**config.mk**
```make
export PLATFORM = sky130hd
export DESIGN_NAME = redriver_mode_control
export DESIGN_NICKNAME = d
export VERILOG_FILES = /design/src/design/pin_filter.v /design/src/design/redriver_mode_control.v
export VERILOG_INCLUDE_DIRS = /design/src /design/src/design
export SDC_FILE = /design/constraint.sdc
export NUM_CORES = 1
export LEC_CHECK = 0
export BUFFER_PORTS_ARGS = -buffer_cell sky130_fd_sc_hd__buf_4
export CAP_MARGIN = 10
export CORE_MARGIN = 4
export CORE_UTILIZATION = 45
export DETAILED_ROUTE_END_ITERATION = 16
export GPL_TIMING_DRIVEN = 0
export RECOVER_POWER = 100
export SYNTH_ARGS = -nofsm -noshare
export SYNTH_HDL_FRONTEND = slang
export SYNTH_HIERARCHICAL = 1
export SYNTH_SLANG_ARGS = --single-unit
export TNS_END_PERCENT = 5
```
**constraint.sdc**
```tcl
create_clock -name clk_sys -period 6.1 [get_ports clk_sys]
set_input_delay 1.525 -clock clk_sys [delete_from_list [all_inputs] [get_ports clk_sys]]
set_output_delay 1.525 -clock clk_sys [all_outputs]
set_load 0.03 [all_outputs]
```
**src/design/redriver_mode_control_regs.vh**
```
// Constants for the redriver mode control block
`ifndef REDRIVER_MODE_CONTROL_REGS_VH
`define REDRIVER_MODE_CONTROL_REGS_VH

// Clock rate and timing
`define CLK_MHZ          250
`define T_PG_US          500
`define PG_CYCLES        (`T_PG_US * `CLK_MHZ)
`define T_DB_MS          16
`define DB_CYCLES        (`T_DB_MS * 1000 * `CLK_MHZ)
`define T_CFG_SU_US      50
`define T_CFG_HD_US      10
`define T_RXDET_US       100
`define RXDET_CYCLES     (`T_RXDET_US * `CLK_MHZ)
`define T_U1_EXIT_US     10
`define U1_EXIT_CYCLES   (`T_U1_EXIT_US * `CLK_MHZ)

// Register offsets
`define REG_GENERAL      8'h0a
`define REG_DP_EQ_A      8'h10
`define REG_DP_EQ_B      8'h11
`define REG_USB_EQ       8'h20
`define REG_DN_EQ        8'h21

// General register fields
`define GEN_USB          0
`define GEN_DP           1
`define GEN_FLIP         2
`define GEN_DP_PIN       3
`define GEN_EQ_OVR       4
`define GEN_W            5
`define GEN_RESET        5'h01

// Four-level pin codes
`define LVL_LOW          2'h0
`define LVL_RES          2'h1
`define LVL_FLT          2'h2
`define LVL_HIGH         2'h3

// Upper target address bits per level
`define ADDR_HI_LOW      5'h11
`define ADDR_HI_RES      5'h08
`define ADDR_HI_FLT      5'h04
`define ADDR_HI_HIGH     5'h03

// Serial byte framing
`define BYTE_BITS        4'h8
`define RW_BIT           0

`endif

```
**src/design/pin_filter.v**
```verilog
// Three-stage synchroniser with stability filter for one pin
`timescale 1ns/1ps
`default_nettype none
module pin_filter #(
  parameter          STABLE_CYCLES = 1,
  parameter          CW            = 22,
  parameter          INIT          = 1'b0
) (
  input  wire        clk_sys,
  input  wire        rst,
  input  wire        pin_raw,
  output wire        pin_clean
);
  localparam integer  LAST_I = STABLE_CYCLES - 1;
  localparam [CW-1:0] LAST   = LAST_I[CW-1:0];

  reg          s1_ff;
  reg          s2_ff;
  reg          s3_ff;
  reg          clean_ff;
  reg [CW-1:0] cnt_ff;

  always @(posedge clk_sys) begin
    if (rst) begin
      s1_ff    <= INIT;
      s2_ff    <= INIT;
      s3_ff    <= INIT;
      clean_ff <= INIT;
      cnt_ff   <= {CW{1'b0}};
    end else begin
      s1_ff <= pin_raw;
      s2_ff <= s1_ff;
      s3_ff <= s2_ff;
      // A new level is taken once stages two and three agree long enough
      if ((s2_ff == s3_ff) && (s3_ff != clean_ff)) begin
        if (cnt_ff >= LAST) begin
          clean_ff <= s3_ff;
          cnt_ff   <= {CW{1'b0}};
        end else begin
          cnt_ff <= cnt_ff + 1'b1;
        end
      end else begin
        cnt_ff <= {CW{1'b0}};
      end
    end
  end

  assign pin_clean = clean_ff;
endmodule // pin_filter
`default_nettype wire

```
**src/design/redriver_mode_control.v**
```verilog
// Mode, equalisation, link power state and serial target control
//
// Summary of operation
// - Host-port select low: DP enable from pins
// - DP data needs enable and hot-plug high
// - Each receiver lane gets own equalisation setting
// - Eq field four bits: pin1 high, pin0 low
// - Pin levels coded 00, 01, 10, 11
// - Three eq groups, sixteen settings from pin codes
// - Link state machine runs only while USB enabled
// - Disconnect until both terminations seen, then U0
// - U0 redrives; both idle moves to U1
// - U1 keeps terminations and transmit common mode
// - U2/U3 polls terminations; missing goes Disconnect
// - U2/U3 valid LFPS moves straight to U0
// - U2/U3 keeps terminations, drops common mode
// - Power good within 500 us; pins sampled then
// - Control pins debounced within 16 ms
// - Target address from two four-level pins
// - Write: address, sub-address, data, all acknowledged
// - Read starts at sub-address, last plus one, zero
// - Master ACK fetches next byte; STOP ends read
// - Sub-address alone sets next read start
// - Mode bits: off, USB, four DP, USB+two DP
// - Power-up default is USB only
`timescale 1ns/1ps
`default_nettype none
`include "redriver_mode_control_regs.vh"
module redriver_mode_control #(
  parameter          PG_CYCLES      = `PG_CYCLES,
  parameter          DB_CYCLES      = `DB_CYCLES,
  parameter          RXDET_CYCLES   = `RXDET_CYCLES,
  parameter          U1_EXIT_CYCLES = `U1_EXIT_CYCLES,
  parameter          CW             = 22
) (
  input  wire        clk_sys,
  input  wire        rst,
  input  wire        supply_ok,
  input  wire        scl_in,
  input  wire        sda_in,
  output wire        sda_out,
  output wire        sda_oe,
  input  wire        i2c_mode_pin,
  input  wire        dp_select_pin,
  input  wire        usb_select_pin,
  input  wire        flip_pin,
  input  wire        hot_plug_detect_in,
  input  wire [3:0]  upstream_eq_pins,
  input  wire [3:0]  downstream_eq_pins,
  input  wire [3:0]  dp_eq_pins,
  input  wire        far_term_up,
  input  wire        far_term_dn,
  input  wire        eidle_up,
  input  wire        eidle_dn,
  input  wire        lfps_valid,
  output wire        power_good,
  output wire        usb_en,
  output wire        dp_en,
  output wire        dp_four_lane,
  output wire        flip_sel,
  output wire        dp_data_en,
  output wire [3:0]  usb_link_state,
  output wire        redrive_en,
  output wire        rx_term_en,
  output wire        tx_cm_en,
  output wire        rx_detect_req,
  output wire [3:0]  upstream_rx1_eq_setting,
  output wire [3:0]  upstream_rx2_eq_setting,
  output wire [3:0]  downstream_rx_eq_setting,
  output wire [3:0]  dp_lane0_eq_setting,
  output wire [3:0]  dp_lane1_eq_setting,
  output wire [3:0]  dp_lane2_eq_setting,
  output wire [3:0]  dp_lane3_eq_setting
);
  localparam integer  PG_LAST_I = PG_CYCLES - 1;
  localparam integer  RX_LAST_I = RXDET_CYCLES - 1;
  localparam integer  U1_LAST_I = U1_EXIT_CYCLES - 1;
  // End points cut to the counter width
  localparam [CW-1:0] PG_LAST  = PG_LAST_I[CW-1:0];
  localparam [CW-1:0] RX_LAST  = RX_LAST_I[CW-1:0];
  localparam [CW-1:0] U1_LAST  = U1_LAST_I[CW-1:0];
  localparam          NPIN     = 20;
  localparam          I_SCL    = 0;
  localparam          I_SDA    = 1;
  localparam          I_HPD    = 2;
  localparam          I_USB    = 3;
  localparam          I_DP     = 4;
  localparam          I_FLIP   = 5;
  localparam          I_I2C    = 6;
  localparam          I_SUP    = 19;
  // Link power states
  localparam [3:0]    L_DISC   = 4'h1;
  localparam [3:0]    L_U0     = 4'h2;
  localparam [3:0]    L_U1     = 4'h4;
  localparam [3:0]    L_U23    = 4'h8;
  // Serial target states
  localparam [8:0]    S_IDLE   = 9'h001;
  localparam [8:0]    S_ADDR   = 9'h002;
  localparam [8:0]    S_AACK   = 9'h004;
  localparam [8:0]    S_SUB    = 9'h008;
  localparam [8:0]    S_SACK   = 9'h010;
  localparam [8:0]    S_WDAT   = 9'h020;
  localparam [8:0]    S_WACK   = 9'h040;
  localparam [8:0]    S_RDAT   = 9'h080;
  localparam [8:0]    S_RACK   = 9'h100;

  ////////////////////////////////////////////////////////////////////////////
  // Pin synchronisers and debounce
  wire [NPIN-1:0] pin_raw;
  wire [NPIN-1:0] pin_db;
  assign pin_raw = {supply_ok, dp_eq_pins, downstream_eq_pins, upstream_eq_pins,
                    i2c_mode_pin, flip_pin, dp_select_pin, usb_select_pin,
                    hot_plug_detect_in, sda_in, scl_in};

  genvar gi;
  generate
    for (gi = 0; gi < NPIN; gi = gi + 1) begin : g_pin
      pin_filter #(
        .STABLE_CYCLES ((gi >= I_USB && gi <= I_FLIP) ? DB_CYCLES : 1),
        .CW            (CW),
        .INIT          ((gi <= I_SDA) ? 1'b1 : 1'b0)
      ) u_filt (
        .clk_sys   (clk_sys),
        .rst       (rst),
        .pin_raw   (pin_raw[gi]),
        .pin_clean (pin_db[gi])
      );
    end
  endgenerate

  ////////////////////////////////////////////////////////////////////////////
  // Internal power good and configuration sampling
  reg  [CW-1:0] pg_cnt_ff;
  reg           pg_ff;
  reg           i2c_mode_ff;
  reg  [3:0]    cfg_up_ff;
  reg  [3:0]    cfg_dn_ff;
  reg  [3:0]    cfg_dp_ff;
  wire          pg_rise;
  assign pg_rise = pin_db[I_SUP] && !pg_ff && (pg_cnt_ff == PG_LAST);

  always @(posedge clk_sys) begin
    if (rst) begin
      pg_cnt_ff   <= {CW{1'b0}};
      pg_ff       <= 1'b0;
      i2c_mode_ff <= 1'b0;
      cfg_up_ff   <= 4'h0;
      cfg_dn_ff   <= 4'h0;
      cfg_dp_ff   <= 4'h0;
    end else if (!pin_db[I_SUP]) begin
      pg_cnt_ff <= {CW{1'b0}};
      pg_ff     <= 1'b0;
    end else if (pg_rise) begin
      pg_ff       <= 1'b1;
      i2c_mode_ff <= pin_db[I_I2C];
      cfg_up_ff   <= pin_db[10:7];
      cfg_dn_ff   <= pin_db[14:11];
      cfg_dp_ff   <= pin_db[18:15];
    end else if (!pg_ff) begin
      pg_cnt_ff <= pg_cnt_ff + 1'b1;
    end
  end

  // Target address: upper bits from one pin, lower two from the other
  reg  [4:0] addr_hi;
  wire [6:0] my_addr;
  always @* begin
    case (cfg_dp_ff[1:0])
      `LVL_LOW: addr_hi = `ADDR_HI_LOW;
      `LVL_RES: addr_hi = `ADDR_HI_RES;
      `LVL_FLT: addr_hi = `ADDR_HI_FLT;
      default:  addr_hi = `ADDR_HI_HIGH;
    endcase
  end
  assign my_addr = {addr_hi, cfg_dn_ff[1:0]};

  ////////////////////////////////////////////////////////////////////////////
  // Serial target port
  reg  [8:0] st_ff;
  reg  [3:0] bit_ff;
  reg  [7:0] shift_ff;
  reg  [7:0] tx_ff;
  reg  [7:0] ptr_ff;
  reg        rw_ff;
  reg        ack_ok_ff;
  reg        oe_ff;
  reg        sda_out_ff;
  reg        scl_d_ff;
  reg        sda_d_ff;
  reg  [7:0] rd_byte;
  wire       scl;
  wire       sda;
  wire       scl_rise;
  wire       scl_fall;
  wire       start_c;
  wire       stop_c;
  wire       wr_now;
  reg  [4:0] gen_ff;
  reg  [7:0] dpa_ff;
  reg  [7:0] dpb_ff;
  reg  [7:0] usbeq_ff;
  reg  [3:0] dneq_ff;

  assign scl      = pin_db[I_SCL];
  assign sda      = pin_db[I_SDA];
  assign scl_rise = scl && !scl_d_ff;
  assign scl_fall = !scl && scl_d_ff;
  assign start_c  = scl && scl_d_ff && sda_d_ff && !sda;
  assign stop_c   = scl && scl_d_ff && !sda_d_ff && sda;
  assign wr_now   = pg_ff && !start_c && !stop_c && scl_fall && (st_ff == S_WDAT) &&
                    (bit_ff == `BYTE_BITS);

  always @* begin
    case (ptr_ff)
      `REG_GENERAL: rd_byte = {3'h0, gen_ff};
      `REG_DP_EQ_A: rd_byte = dpa_ff;
      `REG_DP_EQ_B: rd_byte = dpb_ff;
      `REG_USB_EQ:  rd_byte = usbeq_ff;
      `REG_DN_EQ:   rd_byte = {4'h0, dneq_ff};
      default:      rd_byte = 8'h00;
    endcase
  end

  always @(posedge clk_sys) begin
    if (rst) begin
      st_ff      <= S_IDLE;
      bit_ff     <= 4'h0;
      shift_ff   <= 8'h00;
      tx_ff      <= 8'h00;
      ptr_ff     <= 8'h00;
      rw_ff      <= 1'b0;
      ack_ok_ff  <= 1'b0;
      oe_ff      <= 1'b0;
      sda_out_ff <= 1'b0;
      scl_d_ff   <= 1'b1;
      sda_d_ff   <= 1'b1;
    end else begin
      scl_d_ff <= scl;
      sda_d_ff <= sda;
      if (!pg_ff || stop_c) begin
        st_ff <= S_IDLE;
        oe_ff <= 1'b0;
      end else if (start_c) begin
        st_ff  <= S_ADDR;
        bit_ff <= 4'h0;
        oe_ff  <= 1'b0;
      end else if (scl_rise) begin
        if ((st_ff == S_ADDR) || (st_ff == S_SUB) || (st_ff == S_WDAT)) begin
          shift_ff <= {shift_ff[6:0], sda};
          bit_ff   <= bit_ff + 1'b1;
        end
        if (st_ff == S_RDAT)
          bit_ff <= bit_ff + 1'b1;
        if (st_ff == S_RACK) begin
          if (sda)
            st_ff <= S_IDLE;
          else
            ack_ok_ff <= 1'b1;
        end
      end else if (scl_fall) begin
        case (st_ff)
          S_ADDR: begin
            if (bit_ff == `BYTE_BITS) begin
              bit_ff <= 4'h0;
              if (shift_ff[7:1] == my_addr) begin
                rw_ff <= shift_ff[`RW_BIT];
                oe_ff <= 1'b1;
                st_ff <= S_AACK;
              end else begin
                st_ff <= S_IDLE;
              end
            end
          end
          S_AACK: begin
            bit_ff <= 4'h0;
            if (rw_ff) begin
              tx_ff  <= rd_byte;
              oe_ff  <= ~rd_byte[7];
              ptr_ff <= ptr_ff + 1'b1;
              st_ff  <= S_RDAT;
            end else begin
              oe_ff <= 1'b0;
              st_ff <= S_SUB;
            end
          end
          S_SUB: begin
            if (bit_ff == `BYTE_BITS) begin
              ptr_ff <= shift_ff;
              bit_ff <= 4'h0;
              oe_ff  <= 1'b1;
              st_ff  <= S_SACK;
            end
          end
          S_SACK, S_WACK: begin
            oe_ff <= 1'b0;
            st_ff <= S_WDAT;
          end
          S_WDAT: begin
            if (bit_ff == `BYTE_BITS) begin
              ptr_ff <= ptr_ff + 1'b1;
              bit_ff <= 4'h0;
              oe_ff  <= 1'b1;
              st_ff  <= S_WACK;
            end
          end
          S_RDAT: begin
            if (bit_ff == `BYTE_BITS) begin
              oe_ff     <= 1'b0;
              ack_ok_ff <= 1'b0;
              st_ff     <= S_RACK;
            end else begin
              tx_ff <= {tx_ff[6:0], 1'b0};
              oe_ff <= ~tx_ff[6];
            end
          end
          S_RACK: begin
            if (ack_ok_ff) begin
              bit_ff <= 4'h0;
              tx_ff  <= rd_byte;
              oe_ff  <= ~rd_byte[7];
              ptr_ff <= ptr_ff + 1'b1;
              st_ff  <= S_RDAT;
            end
          end
          default: st_ff <= st_ff;
        endcase
      end
    end
  end

  ////////////////////////////////////////////////////////////////////////////
  // Registers and equalisation settings
  wire eq_ovr;
  assign eq_ovr = i2c_mode_ff && gen_ff[`GEN_EQ_OVR];

  always @(posedge clk_sys) begin
    if (rst) begin
      gen_ff   <= `GEN_RESET;
      dpa_ff   <= 8'h00;
      dpb_ff   <= 8'h00;
      usbeq_ff <= 8'h00;
      dneq_ff  <= 4'h0;
    end else begin
      if (wr_now) begin
        case (ptr_ff)
          `REG_GENERAL: gen_ff   <= shift_ff[`GEN_W-1:0];
          `REG_DP_EQ_A: dpa_ff   <= shift_ff;
          `REG_DP_EQ_B: dpb_ff   <= shift_ff;
          `REG_USB_EQ:  usbeq_ff <= shift_ff;
          `REG_DN_EQ:   dneq_ff  <= shift_ff[3:0];
          default:      dneq_ff  <= dneq_ff;
        endcase
      end
      if (!eq_ovr) begin
        dpa_ff   <= {cfg_dp_ff, cfg_dp_ff};
        dpb_ff   <= {cfg_dp_ff, cfg_dp_ff};
        usbeq_ff <= {cfg_up_ff, cfg_up_ff};
        dneq_ff  <= cfg_dn_ff;
      end
    end
  end

  ////////////////////////////////////////////////////////////////////////////
  // Mode selection
  reg  [2:0] ctl_prev_ff;
  reg        pins_seen_ff;
  reg        usb_en_ff;
  reg        dp_en_ff;
  reg        four_ff;
  reg        flip_ff;
  reg        dp_data_ff;
  wire [2:0] ctl_now;
  wire       gpio;
  wire       pin_usb;
  wire       pin_dp;
  wire       nxt_usb_en;
  wire       nxt_dp_en;
  assign ctl_now    = {pin_db[I_FLIP], pin_db[I_DP], pin_db[I_USB]};
  assign gpio       = !i2c_mode_ff;
  assign pin_usb    = pins_seen_ff ? pin_db[I_USB] : 1'b1;
  assign pin_dp     = pins_seen_ff && pin_db[I_DP];
  assign nxt_usb_en = pg_ff && (gpio ? pin_usb : gen_ff[`GEN_USB]);
  assign nxt_dp_en  = pg_ff && ((gpio || gen_ff[`GEN_DP_PIN]) ? pin_dp :
                                gen_ff[`GEN_DP]);

  always @(posedge clk_sys) begin
    if (rst) begin
      ctl_prev_ff  <= 3'h0;
      pins_seen_ff <= 1'b0;
      usb_en_ff    <= 1'b0;
      dp_en_ff     <= 1'b0;
      four_ff      <= 1'b0;
      flip_ff      <= 1'b0;
      dp_data_ff   <= 1'b0;
    end else begin
      ctl_prev_ff <= ctl_now;
      if (pg_ff && (ctl_now != ctl_prev_ff))
        pins_seen_ff <= 1'b1;
      usb_en_ff  <= nxt_usb_en;
      dp_en_ff   <= nxt_dp_en;
      four_ff    <= nxt_dp_en && !nxt_usb_en;
      flip_ff    <= gpio ? pin_db[I_FLIP] : gen_ff[`GEN_FLIP];
      dp_data_ff <= nxt_dp_en && pin_db[I_HPD];
    end
  end

  ////////////////////////////////////////////////////////////////////////////
  // Link power state machine
  reg  [3:0]    lst_ff;
  reg  [3:0]    nxt_lst;
  reg  [CW-1:0] tmr_ff;
  reg           rxdet_ff;
  reg           redrive_ff;
  reg           term_ff;
  reg           cm_ff;
  wire          both_term;
  wire          both_idle;
  assign both_term = far_term_up && far_term_dn;
  assign both_idle = eidle_up && eidle_dn;

  always @* begin
    nxt_lst = lst_ff;
    case (lst_ff)
      L_DISC: if (both_term) nxt_lst = L_U0;
      L_U0:   if (both_idle) nxt_lst = L_U1;
      L_U1: begin
        if (lfps_valid || !both_idle)
          nxt_lst = L_U0;
        else if (tmr_ff == U1_LAST)
          nxt_lst = L_U23;
      end
      L_U23: begin
        if (lfps_valid)
          nxt_lst = L_U0;
        else if (rxdet_ff && !both_term)
          nxt_lst = L_DISC;
      end
      default: nxt_lst = L_DISC;
    endcase
    if (!usb_en_ff)
      nxt_lst = L_DISC;
  end

  always @(posedge clk_sys) begin
    if (rst) begin
      lst_ff     <= L_DISC;
      tmr_ff     <= {CW{1'b0}};
      rxdet_ff   <= 1'b0;
      redrive_ff <= 1'b0;
      term_ff    <= 1'b0;
      cm_ff      <= 1'b0;
    end else begin
      lst_ff <= nxt_lst;
      if (nxt_lst != lst_ff)
        tmr_ff <= {CW{1'b0}};
      else if (((lst_ff == L_U23) && (tmr_ff == RX_LAST)) ||
               ((lst_ff == L_U1) && (tmr_ff == U1_LAST)))
        tmr_ff <= {CW{1'b0}};
      else if ((lst_ff == L_U1) || (lst_ff == L_U23))
        tmr_ff <= tmr_ff + 1'b1;
      rxdet_ff   <= (lst_ff == L_U23) && (nxt_lst == L_U23) &&
                    (tmr_ff == RX_LAST);
      redrive_ff <= (nxt_lst == L_U0);
      term_ff    <= (nxt_lst != L_DISC);
      cm_ff      <= (nxt_lst == L_U0) || (nxt_lst == L_U1);
    end
  end

  ////////////////////////////////////////////////////////////////////////////
  // Outputs
  assign sda_out                  = sda_out_ff;
  assign sda_oe                   = oe_ff;
  assign power_good               = pg_ff;
  assign usb_en                   = usb_en_ff;
  assign dp_en                    = dp_en_ff;
  assign dp_four_lane             = four_ff;
  assign flip_sel                 = flip_ff;
  assign dp_data_en               = dp_data_ff;
  assign usb_link_state           = lst_ff;
  assign redrive_en               = redrive_ff;
  assign rx_term_en               = term_ff;
  assign tx_cm_en                 = cm_ff;
  assign rx_detect_req            = rxdet_ff;
  assign upstream_rx1_eq_setting  = usbeq_ff[3:0];
  assign upstream_rx2_eq_setting  = usbeq_ff[7:4];
  assign downstream_rx_eq_setting = dneq_ff;
  assign dp_lane0_eq_setting      = dpb_ff[7:4];
  assign dp_lane1_eq_setting      = dpa_ff[7:4];
  assign dp_lane2_eq_setting      = dpb_ff[3:0];
  assign dp_lane3_eq_setting      = dpa_ff[3:0];
endmodule // redriver_mode_control
`default_nettype wire

```
==> impl_metrics.json, run 1 <==
{
  "crit_arrival_ns": 3.71,
  "fp.dieW_um": 180,
  "synthTopCellsByArea": "dfxtp_1 45%, nor2_1 5.0%, a21oi_1 3.9%",
  "setup.worst_path.end": "cfg_dn_ff[0]$_SDFFE_PP0P_",
  "r2r_end": "dpb_ff[6]$_SDFFE_PP0P_",
  "numPortBuffers": 69,
  "cp.required_ns": 6.49,
  "powerDensity_mw_per_mm2": 266,
  "first_global_vias": 10300,
  "wirelength_mm": 31.3,
  "grt_max_degree": 86,
  "synth.top_cell.area_share": 0.445,
  "finalCritPeriodShare": 0.544,
  "syn_area_per_cell_um2": 8.90,
  "gp_congestion": 0.927,
  "synth_adder_area_share": 0.0170,
  "initial_core_util": 0.460,
  "drc": 0,
  "io_pins": 71,
  "synth-compound-area-share": 0.143,
  "dpl-instance-area_mm2": 0.0143,
  "cts-root-buf": "clkbuf_16",
  "slew_headroom": 0.427,
  "grt.overflow.total": 0,
  "drv_cap": 0,
  "fin_skew_ns": 0.0177,
  "crit_cells": 5,
  "place_inst": 1943,
  "rr_startpoint": "ptr_ff[1]$_SDFFE_PP0P_",
  "vias_per_cell": 5.46,
  "row_count": 62,
  "p_leak_nw": 5.12,
  "setup_tns_ns": 0,
  "ctsHoldBuffers": 0,
  "critPathBufInv": 4,
  "final_layout_size_suffix_gt1_frac": 0.0970,
  "yosys.cell_types.count": 86,
  "cpMostUsedCell": "clkbuf_1",
  "period_minus_slack_ns": 3.32,
  "cts-resized-gates": 0,
  "synth-async-reset-ratio": 0,
  "path_clk_slew_ns": 0.05,
  "synth_xor_area_frac": 0.0646,
  "finalSetupViolCount": 0,
  "synthesis.area_mm2": 0.0133,
  "die_y_um": 180,
  "num_antenna_cells": 0,
  "ys_seq_area_frac": 0.445,
  "cts_setup_buffers": 0,
  "clkSinkCount": 295,
  "design_area_mm2": 0.0152,
  "synth_seq_cells": 295,
  "tritoncts": "yes",
  "dp_hpwl_mm": 22.4,
  "cts_buffer_depth": 3,
  "drv_slew": 0,
  "core_area_mm2": 0.0289,
  "insertion_delay_ns": 0.52,
  "antenna_found_initial": 0,
  "status": "complete, no violations",
  "grt_use_total": 0.189,
  "holdWs_ns": 0.400,
  "drtIter0Drc": 741,
  "drt_first_pass_iters": 5,
  "seqCellArea_mm2": 0.00591,
  "nets": 1640,
  "fillCellCount": 2799,
  "crit_path_end_kind": "register",
  "path_cells": "buf_4 -> clkbuf_1 -> clkbuf_1 -> clkbuf_1 -> nor2_1",
  "start_kind": "input pin",
  "fmax_mhz": 302,
  "reg2reg_depth": 9,
  "synth_cells": 1490,
  "num_vias": 10900,
  "yosysMostFrequentCell": "dfxtp_1",
  "place_ws_ns": 2.20,
  "cts_buffers": 34,
  "regToRegSetupSlack_ns": 3.35,
  "tightest_slew_ns": 0.859,
  "grt_pass1_wl_mm": 52.6,
  "stdcell_count": 2003,
  "synthTopCellsByCount": "295 x dfxtp_1, 177 x nor2_1, 107 x nand2_1",
  "hp-class": "register to register",
  "finalWorstSetupSlack_ns": 2.78,
  "synth_edf_count": 0,
  "ys_warn_count": 6,
  "ys.flop_type": "dfxtp_1",
  "critPathKind": "input pin to register",
  "crit_fanout": 85,
  "rsz0062_at_grt": "no",
  "slowest_delay_ns": 0.61,
  "synth-simple-area-share": 0.264,
  "multi_input_area_mm2": 0.00684,
  "synth_area_leader_cell": "dfxtp_1",
  "synth_top_family_by_area": "simple AND/OR/NAND/NOR gates",
  "synth_fp_nets": 1535,
  "critPathSlowestCell": "buf_4",
  "cts_htree_levels": 2,
  "hold_violations": 0,
  "cp_top_family": "buffers and inverters",
  "dieArea_mm2": 0.0323,
  "ant_nets": 0,
  "setup.worst_path.start": "rst",
  "ir_drop_v": 0.000171,
  "area_delta_synth_final_pct": 14.6,
  "wl_per_cell_um": 15.6,
  "synth.mux.area_fraction": 0.0280
}
[worst min path at each step]
stage                                           from                          endpoint  slack [ns]  cells past startpoint
floorplan           g_pin[0].u_filt/s1_ff$_SDFF_PP1_  g_pin[0].u_filt/s2_ff$_SDFF_PP1_        0.38                      1
global placement    g_pin[0].u_filt/s1_ff$_SDFF_PP1_  g_pin[0].u_filt/s2_ff$_SDFF_PP1_        0.39                      1
detailed placement  g_pin[0].u_filt/s1_ff$_SDFF_PP1_  g_pin[0].u_filt/s2_ff$_SDFF_PP1_        0.39                      1
CTS                 g_pin[0].u_filt/s1_ff$_SDFF_PP1_  g_pin[0].u_filt/s2_ff$_SDFF_PP1_        0.40                      1
global route        g_pin[0].u_filt/s1_ff$_SDFF_PP1_  g_pin[0].u_filt/s2_ff$_SDFF_PP1_        0.41                      1
finish              g_pin[0].u_filt/s1_ff$_SDFF_PP1_  g_pin[0].u_filt/s2_ff$_SDFF_PP1_        0.40                      1
[layout make-up]
class / count / area share
multi-input combinational: 1087 / 0.450
sequential: 295 / 0.389
clock buffer: 49 / 0.0644
tap: 384 / 0.0316
timing repair buffer: 69 / 0.0235
buffer: 64 / 0.0211
inverter: 44 / 0.0109
clock inverter: 11 / 0.00980
[through the flow]
stage	utilization	total power [mW]
CTS	0.533	4.11
floorplan	-	2.02
global placement	0.494	2.05
finish	0.527	4.04
global route	0.527	4.20
detailed placement	0.494	2.05
[cells in the final DEF, fill, tap and decap left out, types with 16 or more instances in the layout]
| cell | synthesis | layout |
|---|---|---|
| nor2b_1 | 66 | 66 |
| clkbuf_1 | 26 | 86 |
| xor2_1 | 46 | 46 |
| mux2i_1 | 36 | 36 |
| buf_4 | 10 | 34 |
| clkbuf_16 | 0 | 35 |
| ha_1 | 18 | 18 |
| xnor2_1 | 50 | 50 |
| nor3_1 | 31 | 31 |
| nand3_1 | 63 | 63 |
| inv_1 | 44 | 44 |
| dfxtp_1 | 295 | 295 |
| nand2_1 | 107 | 107 |
| a21oi_1 | 104 | 104 |
| o21ai_0 | 42 | 42 |
| nor4_1 | 22 | 22 |
| nand4_1 | 23 | 23 |
| or3_1 | 29 | 29 |
| nor2_1 | 177 | 177 |
| buf_2 | 22 | 16 |
| a211oi_1 | 21 | 21 |
[flip-flops by register name, summed over array words and instances (netlist names), 9 cells and up]
name / cells
g_pin.u_filt/cnt_ff: 66
pg_cnt_ff: 22
tmr_ff: 22
g_pin.u_filt/pin_clean: 20
g_pin.u_filt/s1_ff: 20
g_pin.u_filt/s2_ff: 20
g_pin.u_filt/s3_ff: 20
st_ff: 9
[per-layer routing]
metal,wire (um),part of all wire,global-route usage,vias to the layer above
met3,1370,0.044,0.0279,55
met2,14100,0.45,0.302,232
met4,761,0.024,0.0573,0
met5,0,0,0,-
li1,-,-,-,5540
met1,15100,0.48,0.266,5115
[report_power, final]
part	leakage, nW	switching, mW	internal [mW]	total [mW]
combinational	2.18	0.0340	0.0234	0.0573
sequential	2.39	0.00746	1.94	1.95
clock	0.558	0.787	1.25	2.04
[logic make-up (layout without fill, tap and decap cells)]
| group | after synthesis | count (layout) |
|---|---|---|
| buf+inv | 108 | 237 |
| fa+ha+maj | 18 | 18 |
| flops | 295 | 295 |
| compound gates | 288 | 288 |
| other cells | 1 | 1 |
| mux | 37 | 37 |
| xor+xnor | 97 | 97 |
| simple gates | 646 | 646 |
Note: power is estimated with default switching activity, not from simulation.
==> run 2: changes to the inputs <==
- ABC_AREA: unset -> 1
- clock period: 6.1 -> 3 ns (I/O delays scaled with it)
==> run 2 against run 1 <==
- die area grew 7.0%
- non-clock buffer count shrank 30
- core utilization shrank 0.37 points
- register-to-register slack lost 3.0 ns
- sequential power grew 100%
==> impl_metrics.json, run 2 <==
{
  "multi_input_area_mm2": 0.00693,
  "ant_nets": 0,
  "crit_path_end_kind": "register",
  "p_int_mw": 6.84,
  "synth_area_leader_cell": "dfxtp_1",
  "net-switching-power_mw": 1.78,
  "ys_warn_count": 6,
  "yosys.cell_types.count": 41,
  "cts-resized-gates": 0,
  "crit_fanout": 10,
  "reg2reg_depth": 8,
  "r2r_end": "pg_cnt_ff[1]$_SDFFE_PP0P_",
  "synth_fp_nets": 2093,
  "ys_seq_area_frac": 0.415,
  "core_area_mm2": 0.0309,
  "row_count": 64,
  "dp_hpwl_mm": 25.5,
  "ys.flop_type": "dfxtp_1",
  "p_leak_nw": 6.37,
  "syn_area_per_cell_um2": 6.95,
  "finalSetupViolCount": 0,
  "grt_pass1_wl_mm": 57.5,
  "fin_util": 0.523,
  "critPathKind": "register to register",
  "gp_congestion": 0.911,
  "synth_cells": 2048,
  "synth_seq_cells": 295,
  "fillCellCount": 3136,
  "vias_per_cell": 4.98,
  "largest_register_ff_count": 66,
  "rsz0062_at_grt": "no",
  "die_y_um": 186,
  "finalWorstSetupSlack_ns": 0.389,
  "tritoncts": "yes",
  "seqCellArea_mm2": 0.00591,
  "status": "complete, no violations",
  "cp.required_ns": 3.44,
  "final_layout_size_suffix_gt1_frac": 0.0729,
  "crit_arrival_ns": 3.05,
  "synthesis.area_mm2": 0.0142,
  "drv_slew": 0,
  "ir_drop_v": 0.000350,
  "first_global_vias": 11800,
  "hp-class": "register to register",
  "drtIter0Drc": 1006,
  "path_clk_slew_ns": 0.06,
  "clkSinkCount": 295,
  "path_cells": "ha_1 -> nand2_1 -> nor3_1 -> nand4_1 -> nand2_1 -> clkbuf_1 -> o21ai_0 -> a21oi_1",
  "insertion_delay_ns": 0.51,
  "dpl-instance-area_mm2": 0.0153,
  "reg_top3": "g_pin.u_filt/cnt_ff (66), pg_cnt_ff (22), tmr_ff (22)",
  "place_inst": 2513,
  "p_clk_frac": 0.523,
  "num_vias": 12800,
  "nets": 2199,
  "switching_share": 0.207,
  "grt_max_degree": 82,
  "tightest_slew_ns": 0.860,
  "wirelength_mm": 34.7,
  "setup.worst_path.start": "pg_cnt_ff[0]$_SDFFE_PP0P_",
  "design_area_mm2": 0.0162,
  "place_ws_ns": -0.143,
  "fin_skew_ns": 0.0124,
  "grt_use_total": 0.199,
  "initial_core_util": 0.461,
  "ctsHoldBuffers": 0,
  "antenna_found_initial": 0,
  "start_kind": "register",
  "cts_htree_levels": 2,
  "synthTopCellsByArea": "dfxtp_1 41%, nor2_1 10%, nand2_1 10%",
  "critPathSlowestCell": "nand4_1",
  "cts-root-buf": "clkbuf_16",
  "stdcell_count": 2577,
  "synthTopCellsByCount": "394 x nor2_1, 386 x nand2_1, 295 x dfxtp_1",
  "drv_cap": 0,
  "drc": 0,
  "period_minus_slack_ns": 2.61,
  "cts_buffer_depth": 3,
  "sequentialPowerShare": 0.460,
  "grt.overflow.total": 0,
  "slew_headroom": 0.425,
  "drt_first_pass_iters": 7,
  "pwr-share-comb": 0.018,
  "synth.top_cell.area_share": 0.415,
  "final_common_cell": "nor2_1",
  "regMostFlops": "g_pin.u_filt/cnt_ff",
  "cts_setup_buffers": 0,
  "wl_per_cell_um": 13.5,
  "num_antenna_cells": 0,
  "fmax_mhz": 383,
  "io_pins": 71,
  "finalCritPeriodShare": 0.870,
  "holdWs_ns": 0.399,
  "numPortBuffers": 69,
  "rr_startpoint": "pg_cnt_ff[0]$_SDFFE_PP0P_",
  "slowest_delay_ns": 0.45,
  "layout_common_cells": "407 x nor2_1, 387 x nand2_1, 295 x dfxtp_1",
  "dieArea_mm2": 0.0346,
  "cpMostUsedCell": "nand2_1",
  "setup.worst_path.end": "pg_cnt_ff[1]$_SDFFE_PP0P_",
  "synth-async-reset-ratio": 0,
  "yosysMostFrequentCell": "nor2_1",
  "regToRegSetupSlack_ns": 0.39,
  "fp.dieW_um": 186,
  "hold_violations": 0,
  "powerDensity_mw_per_mm2": 534,
  "area_delta_synth_final_pct": 13.5,
  "cts_buffers": 35,
  "synth_edf_count": 0
}
## run 2: final cells by class
class	count	area share
Clock inverter	15	0.0152
Inverter	296	0.0687
Clock buffer	49	0.0612
Multi-Input combinational cell	1423	0.428
Buffer	34	0.00836
Sequential cell	295	0.365
Tap cell	396	0.0306
Timing Repair Buffer	69	0.0221
## run 2: cells by family (layout without fill, tap and decap cells)
group	after synthesis	after routing	synth area share
simple gates	1080	1080	0.335
buf+inv	330	463	0.0922
flops	295	295	0.415
compound gates	247	247	0.0944
xor+xnor	76	76	0.0467
fa+ha+maj	18	18	0.0158
other cells	1	1	0.000263
mux	1	1	0.000703
## run 2: power groups by stage
stage	sequential, mW	combinational, mW	clock, mW
floorplan	4.05	0.0904	0
CTS	3.97	0.160	4.64
detailed placement	4.05	0.159	0
global placement	4.05	0.156	0
finish	3.97	0.152	4.51
global route	3.97	0.174	4.81
## run 2: metrics by stage
stage	power [mW]	TNS (ns)
global route	8.95	0
CTS	8.76	0
global placement	4.21	-1.09
finish	8.63	0
floorplan	4.14	0
detailed placement	4.21	-1.91
## run 2: worst min-delay path by stage
stage                                      startpoint                           endpoint  slack, ns  depth (start not counted)
finish              g_pin[17].u_filt/s1_ff$_SDFF_PP0_  g_pin[17].u_filt/s2_ff$_SDFF_PP0_       0.40                          2
global route                                   scl_in   g_pin[0].u_filt/s1_ff$_SDFF_PP1_       0.41                          2
CTS                 g_pin[17].u_filt/s1_ff$_SDFF_PP0_  g_pin[17].u_filt/s2_ff$_SDFF_PP0_       0.40                          2
detailed placement  g_pin[17].u_filt/s1_ff$_SDFF_PP0_  g_pin[17].u_filt/s2_ff$_SDFF_PP0_       0.40                          2
global placement     g_pin[1].u_filt/s1_ff$_SDFF_PP1_   g_pin[1].u_filt/s2_ff$_SDFF_PP1_       0.38                          1
floorplan            g_pin[0].u_filt/s1_ff$_SDFF_PP1_   g_pin[0].u_filt/s2_ff$_SDFF_PP1_       0.38                          1
## run 2: per-layer routing
layer | part of all wire | vias to the layer above | GRT usage
li1 | - | 6670 | -
met1 | 0.49 | 5877 | 0.282
met2 | 0.44 | 253 | 0.319
met3 | 0.055 | 46 | 0.0352
met4 | 0.017 | 0 | 0.0431
met5 | 0 | - | 0
## run 2: critical path, delay by kind of cell (launching register included)
kind	cells	cell delay, ns
simple gates	4	1.05
buf+inv	1	0.45
fa+ha+maj	1	0.34
flops	1	0.42
compound gates	2	0.26
==> run 3: changes to the inputs <==
--- a/config.mk
+++ b/config.mk
@@ -12,5 +12,6 @@
 export CORE_MARGIN = 4
-export CORE_UTILIZATION = 45
+export CORE_UTILIZATION = 56
 export DETAILED_ROUTE_END_ITERATION = 16
 export GPL_TIMING_DRIVEN = 0
+export PLACE_DENSITY = 0.77
 export RECOVER_POWER = 100
==> constraint.sdc (replaced) <==
create_clock -name clk_sys -period 3 [get_ports clk_sys]
set_input_delay 0.6 -clock clk_sys [delete_from_list [all_inputs] [get_ports clk_sys]]
set_output_delay 0.6 -clock clk_sys [all_outputs]
set_load 0.03 [all_outputs]
==> run 3 against run 2 <==
- largest cell class unchanged
- routed wire length decreased by 5.0%
- first-iteration DRC count increased by 2.1%
- cell count decreased by 3.0%
- power decreased by 7.5%
- via count increased by 0.47%
- critical path type unchanged
- combinational power about the same
- register-to-register slack improved by 0.06 ns
- clock skew decreased by 0.0035 ns
- sequential power about the same
- core utilization increased by 11 points
- maximum frequency increased by 2.3%
- worst setup slack improved by 0.060 ns
==> impl_metrics.json, run 3 (synthesis results as in run 2) <==
{
  "fmax_mhz": 392,
  "period_minus_slack_ns": 2.55,
  "die_y_um": 167,
  "drv_slew": 0,
  "stdcell_count": 2500,
  "total_power_mw": 7.98,
  "status": "complete, no violations",
  "numPortBuffers": 69,
  "num_antenna_cells": 0,
  "crit_arrival_ns": 2.99,
  "rsz0062_at_grt": "no",
  "gp_congestion": 0.956,
  "crit_path_end_kind": "register",
  "fin_util": 0.632,
  "vias_per_cell": 5.16,
  "first_global_vias": 12200,
  "setup_tns_ns": 0,
  "reg_top3": "g_pin.u_filt/cnt_ff (66), pg_cnt_ff (22), tmr_ff (22)",
  "io_pins": 71,
  "fillCellCount": 2317,
  "p_leak_nw": 6.26,
  "cts_setup_buffers": 0,
  "cts-resized-gates": 0,
  "fp.dieW_um": 167,
  "slew_headroom": 0.391,
  "design_area_mm2": 0.0159,
  "tritoncts": "yes",
  "row_count": 58,
  "wirelength_mm": 33.0,
  "crit_fanout": 9,
  "cts_buffer_depth": 3,
  "grt_max_degree": 82,
  "grt_pass1_wl_mm": 56.6,
  "num_vias": 12900,
  "powerDensity_mw_per_mm2": 503,
  "cts-root-buf": "clkbuf_16",
  "finalCritPeriodShare": 0.851,
  "grt.overflow.total": 0,
  "drtIter0Drc": 1027,
  "ir_drop_v": 0.000476,
  "place_inst": 2447,
  "nets": 2195,
  "grt_use_total": 0.232,
  "layout_common_cells": "406 x nor2_1, 388 x nand2_1, 295 x dfxtp_1",
  "start_kind": "register",
  "final_layout_size_suffix_gt1_frac": 0.0696,
  "insertion_delay_ns": 0.55,
  "cts_buffers": 31,
  "hold_violations": 0,
  "drv_cap": 0,
  "cts_htree_levels": 1,
  "hp-class": "input pin to register",
  "dieArea_mm2": 0.0280,
  "area_delta_synth_final_pct": 11.4,
  "largest_register_ff_count": 66,
  "drt_first_pass_iters": 5,
  "tightest_slew_ns": 0.910,
  "ctsHoldBuffers": 0,
  "final_common_cell": "nor2_1",
  "critPathKind": "register to register",
  "wl_per_cell_um": 13.2,
  "initial_core_util": 0.567,
  "clkSinkCount": 295,
  "core_area_mm2": 0.0251,
  "regMostFlops": "g_pin.u_filt/cnt_ff",
  "dpl-instance-area_mm2": 0.0152,
  "fin_skew_ns": 0.00892,
  "path_clk_slew_ns": 0.06,
  "ant_nets": 0,
  "antenna_found_initial": 0,
  "cp.required_ns": 3.44,
  "finalSetupViolCount": 0,
  "dp_hpwl_mm": 24.2,
  "drc": 0
}
run 3: path summary, 6_finish.rpt:
path | start | endpoint | slack, ns | cells after the start
worst max-delay path | bit_ff[0]$_SDFFE_PP0P_ | dpb_ff[5]$_SDFFE_PP0P_ | 0.45 | 11
worst min-delay path | scl_in | g_pin[0].u_filt/s1_ff$_SDFF_PP1_ | 0.23 | 2
worst max register to register | bit_ff[0]$_SDFFE_PP0P_ | dpb_ff[5]$_SDFFE_PP0P_ | 0.45 | 11
worst min register to register | g_pin[4].u_filt/s1_ff$_SDFF_PP0_ | g_pin[4].u_filt/s2_ff$_SDFF_PP0_ | 0.39 | 2
run 3: layout make-up:
type                    count  area [um^2]  area share
inverters                 296         1110      0.0700
well taps                 330          413      0.0260
plain buffers              34          135     0.00851
clock buffers              43          871      0.0549
repair buffers             69          357      0.0225
flip-flops and latches    295         5910       0.372
multi-input cells        1423         6920       0.436
clock inverters            10          155     0.00978
run 3: worst max-delay path, cell delays in order, from the launching register on:
cell     delay [ns]
dfxtp_1        0.34
inv_1          0.08
ha_1           0.14
nand2_1        0.05
nor2_1         0.50
nand2_1        0.11
nor2_1         0.40
nand2_1        0.10
nand2_1        0.27
inv_1          0.22
nor2_1         0.16
nor2_1         0.06
run 3: layer usage:
| layer | part of all wire | GRT usage | wire (um) | up-vias |
|---|---|---|---|---|
| met5 | 0 | 0 | 0 | - |
| met4 | 0.018 | 0.0610 | 588 | 0 |
| met3 | 0.069 | 0.0397 | 2290 | 49 |
| met2 | 0.45 | 0.375 | 14700 | 389 |
| met1 | 0.47 | 0.325 | 15400 | 5828 |
| li1 | - | - | - | 6640 |
run 3: stage by stage:
stage,setup WS (ns),hold WS [ns]
finish,0.448,0.228
global route,0.171,0.216
CTS,0.599,0.203
detailed placement,0.116,0.392
global placement,0.144,0.385
floorplan,1.13,0.383
run 3: power by group:
group / leakage [nW] / switching [mW] / internal [mW]
registers: 2.39 / 0.0143 / 3.95
logic: 3.38 / 0.0948 / 0.0559
clock network: 0.499 / 1.52 / 2.35
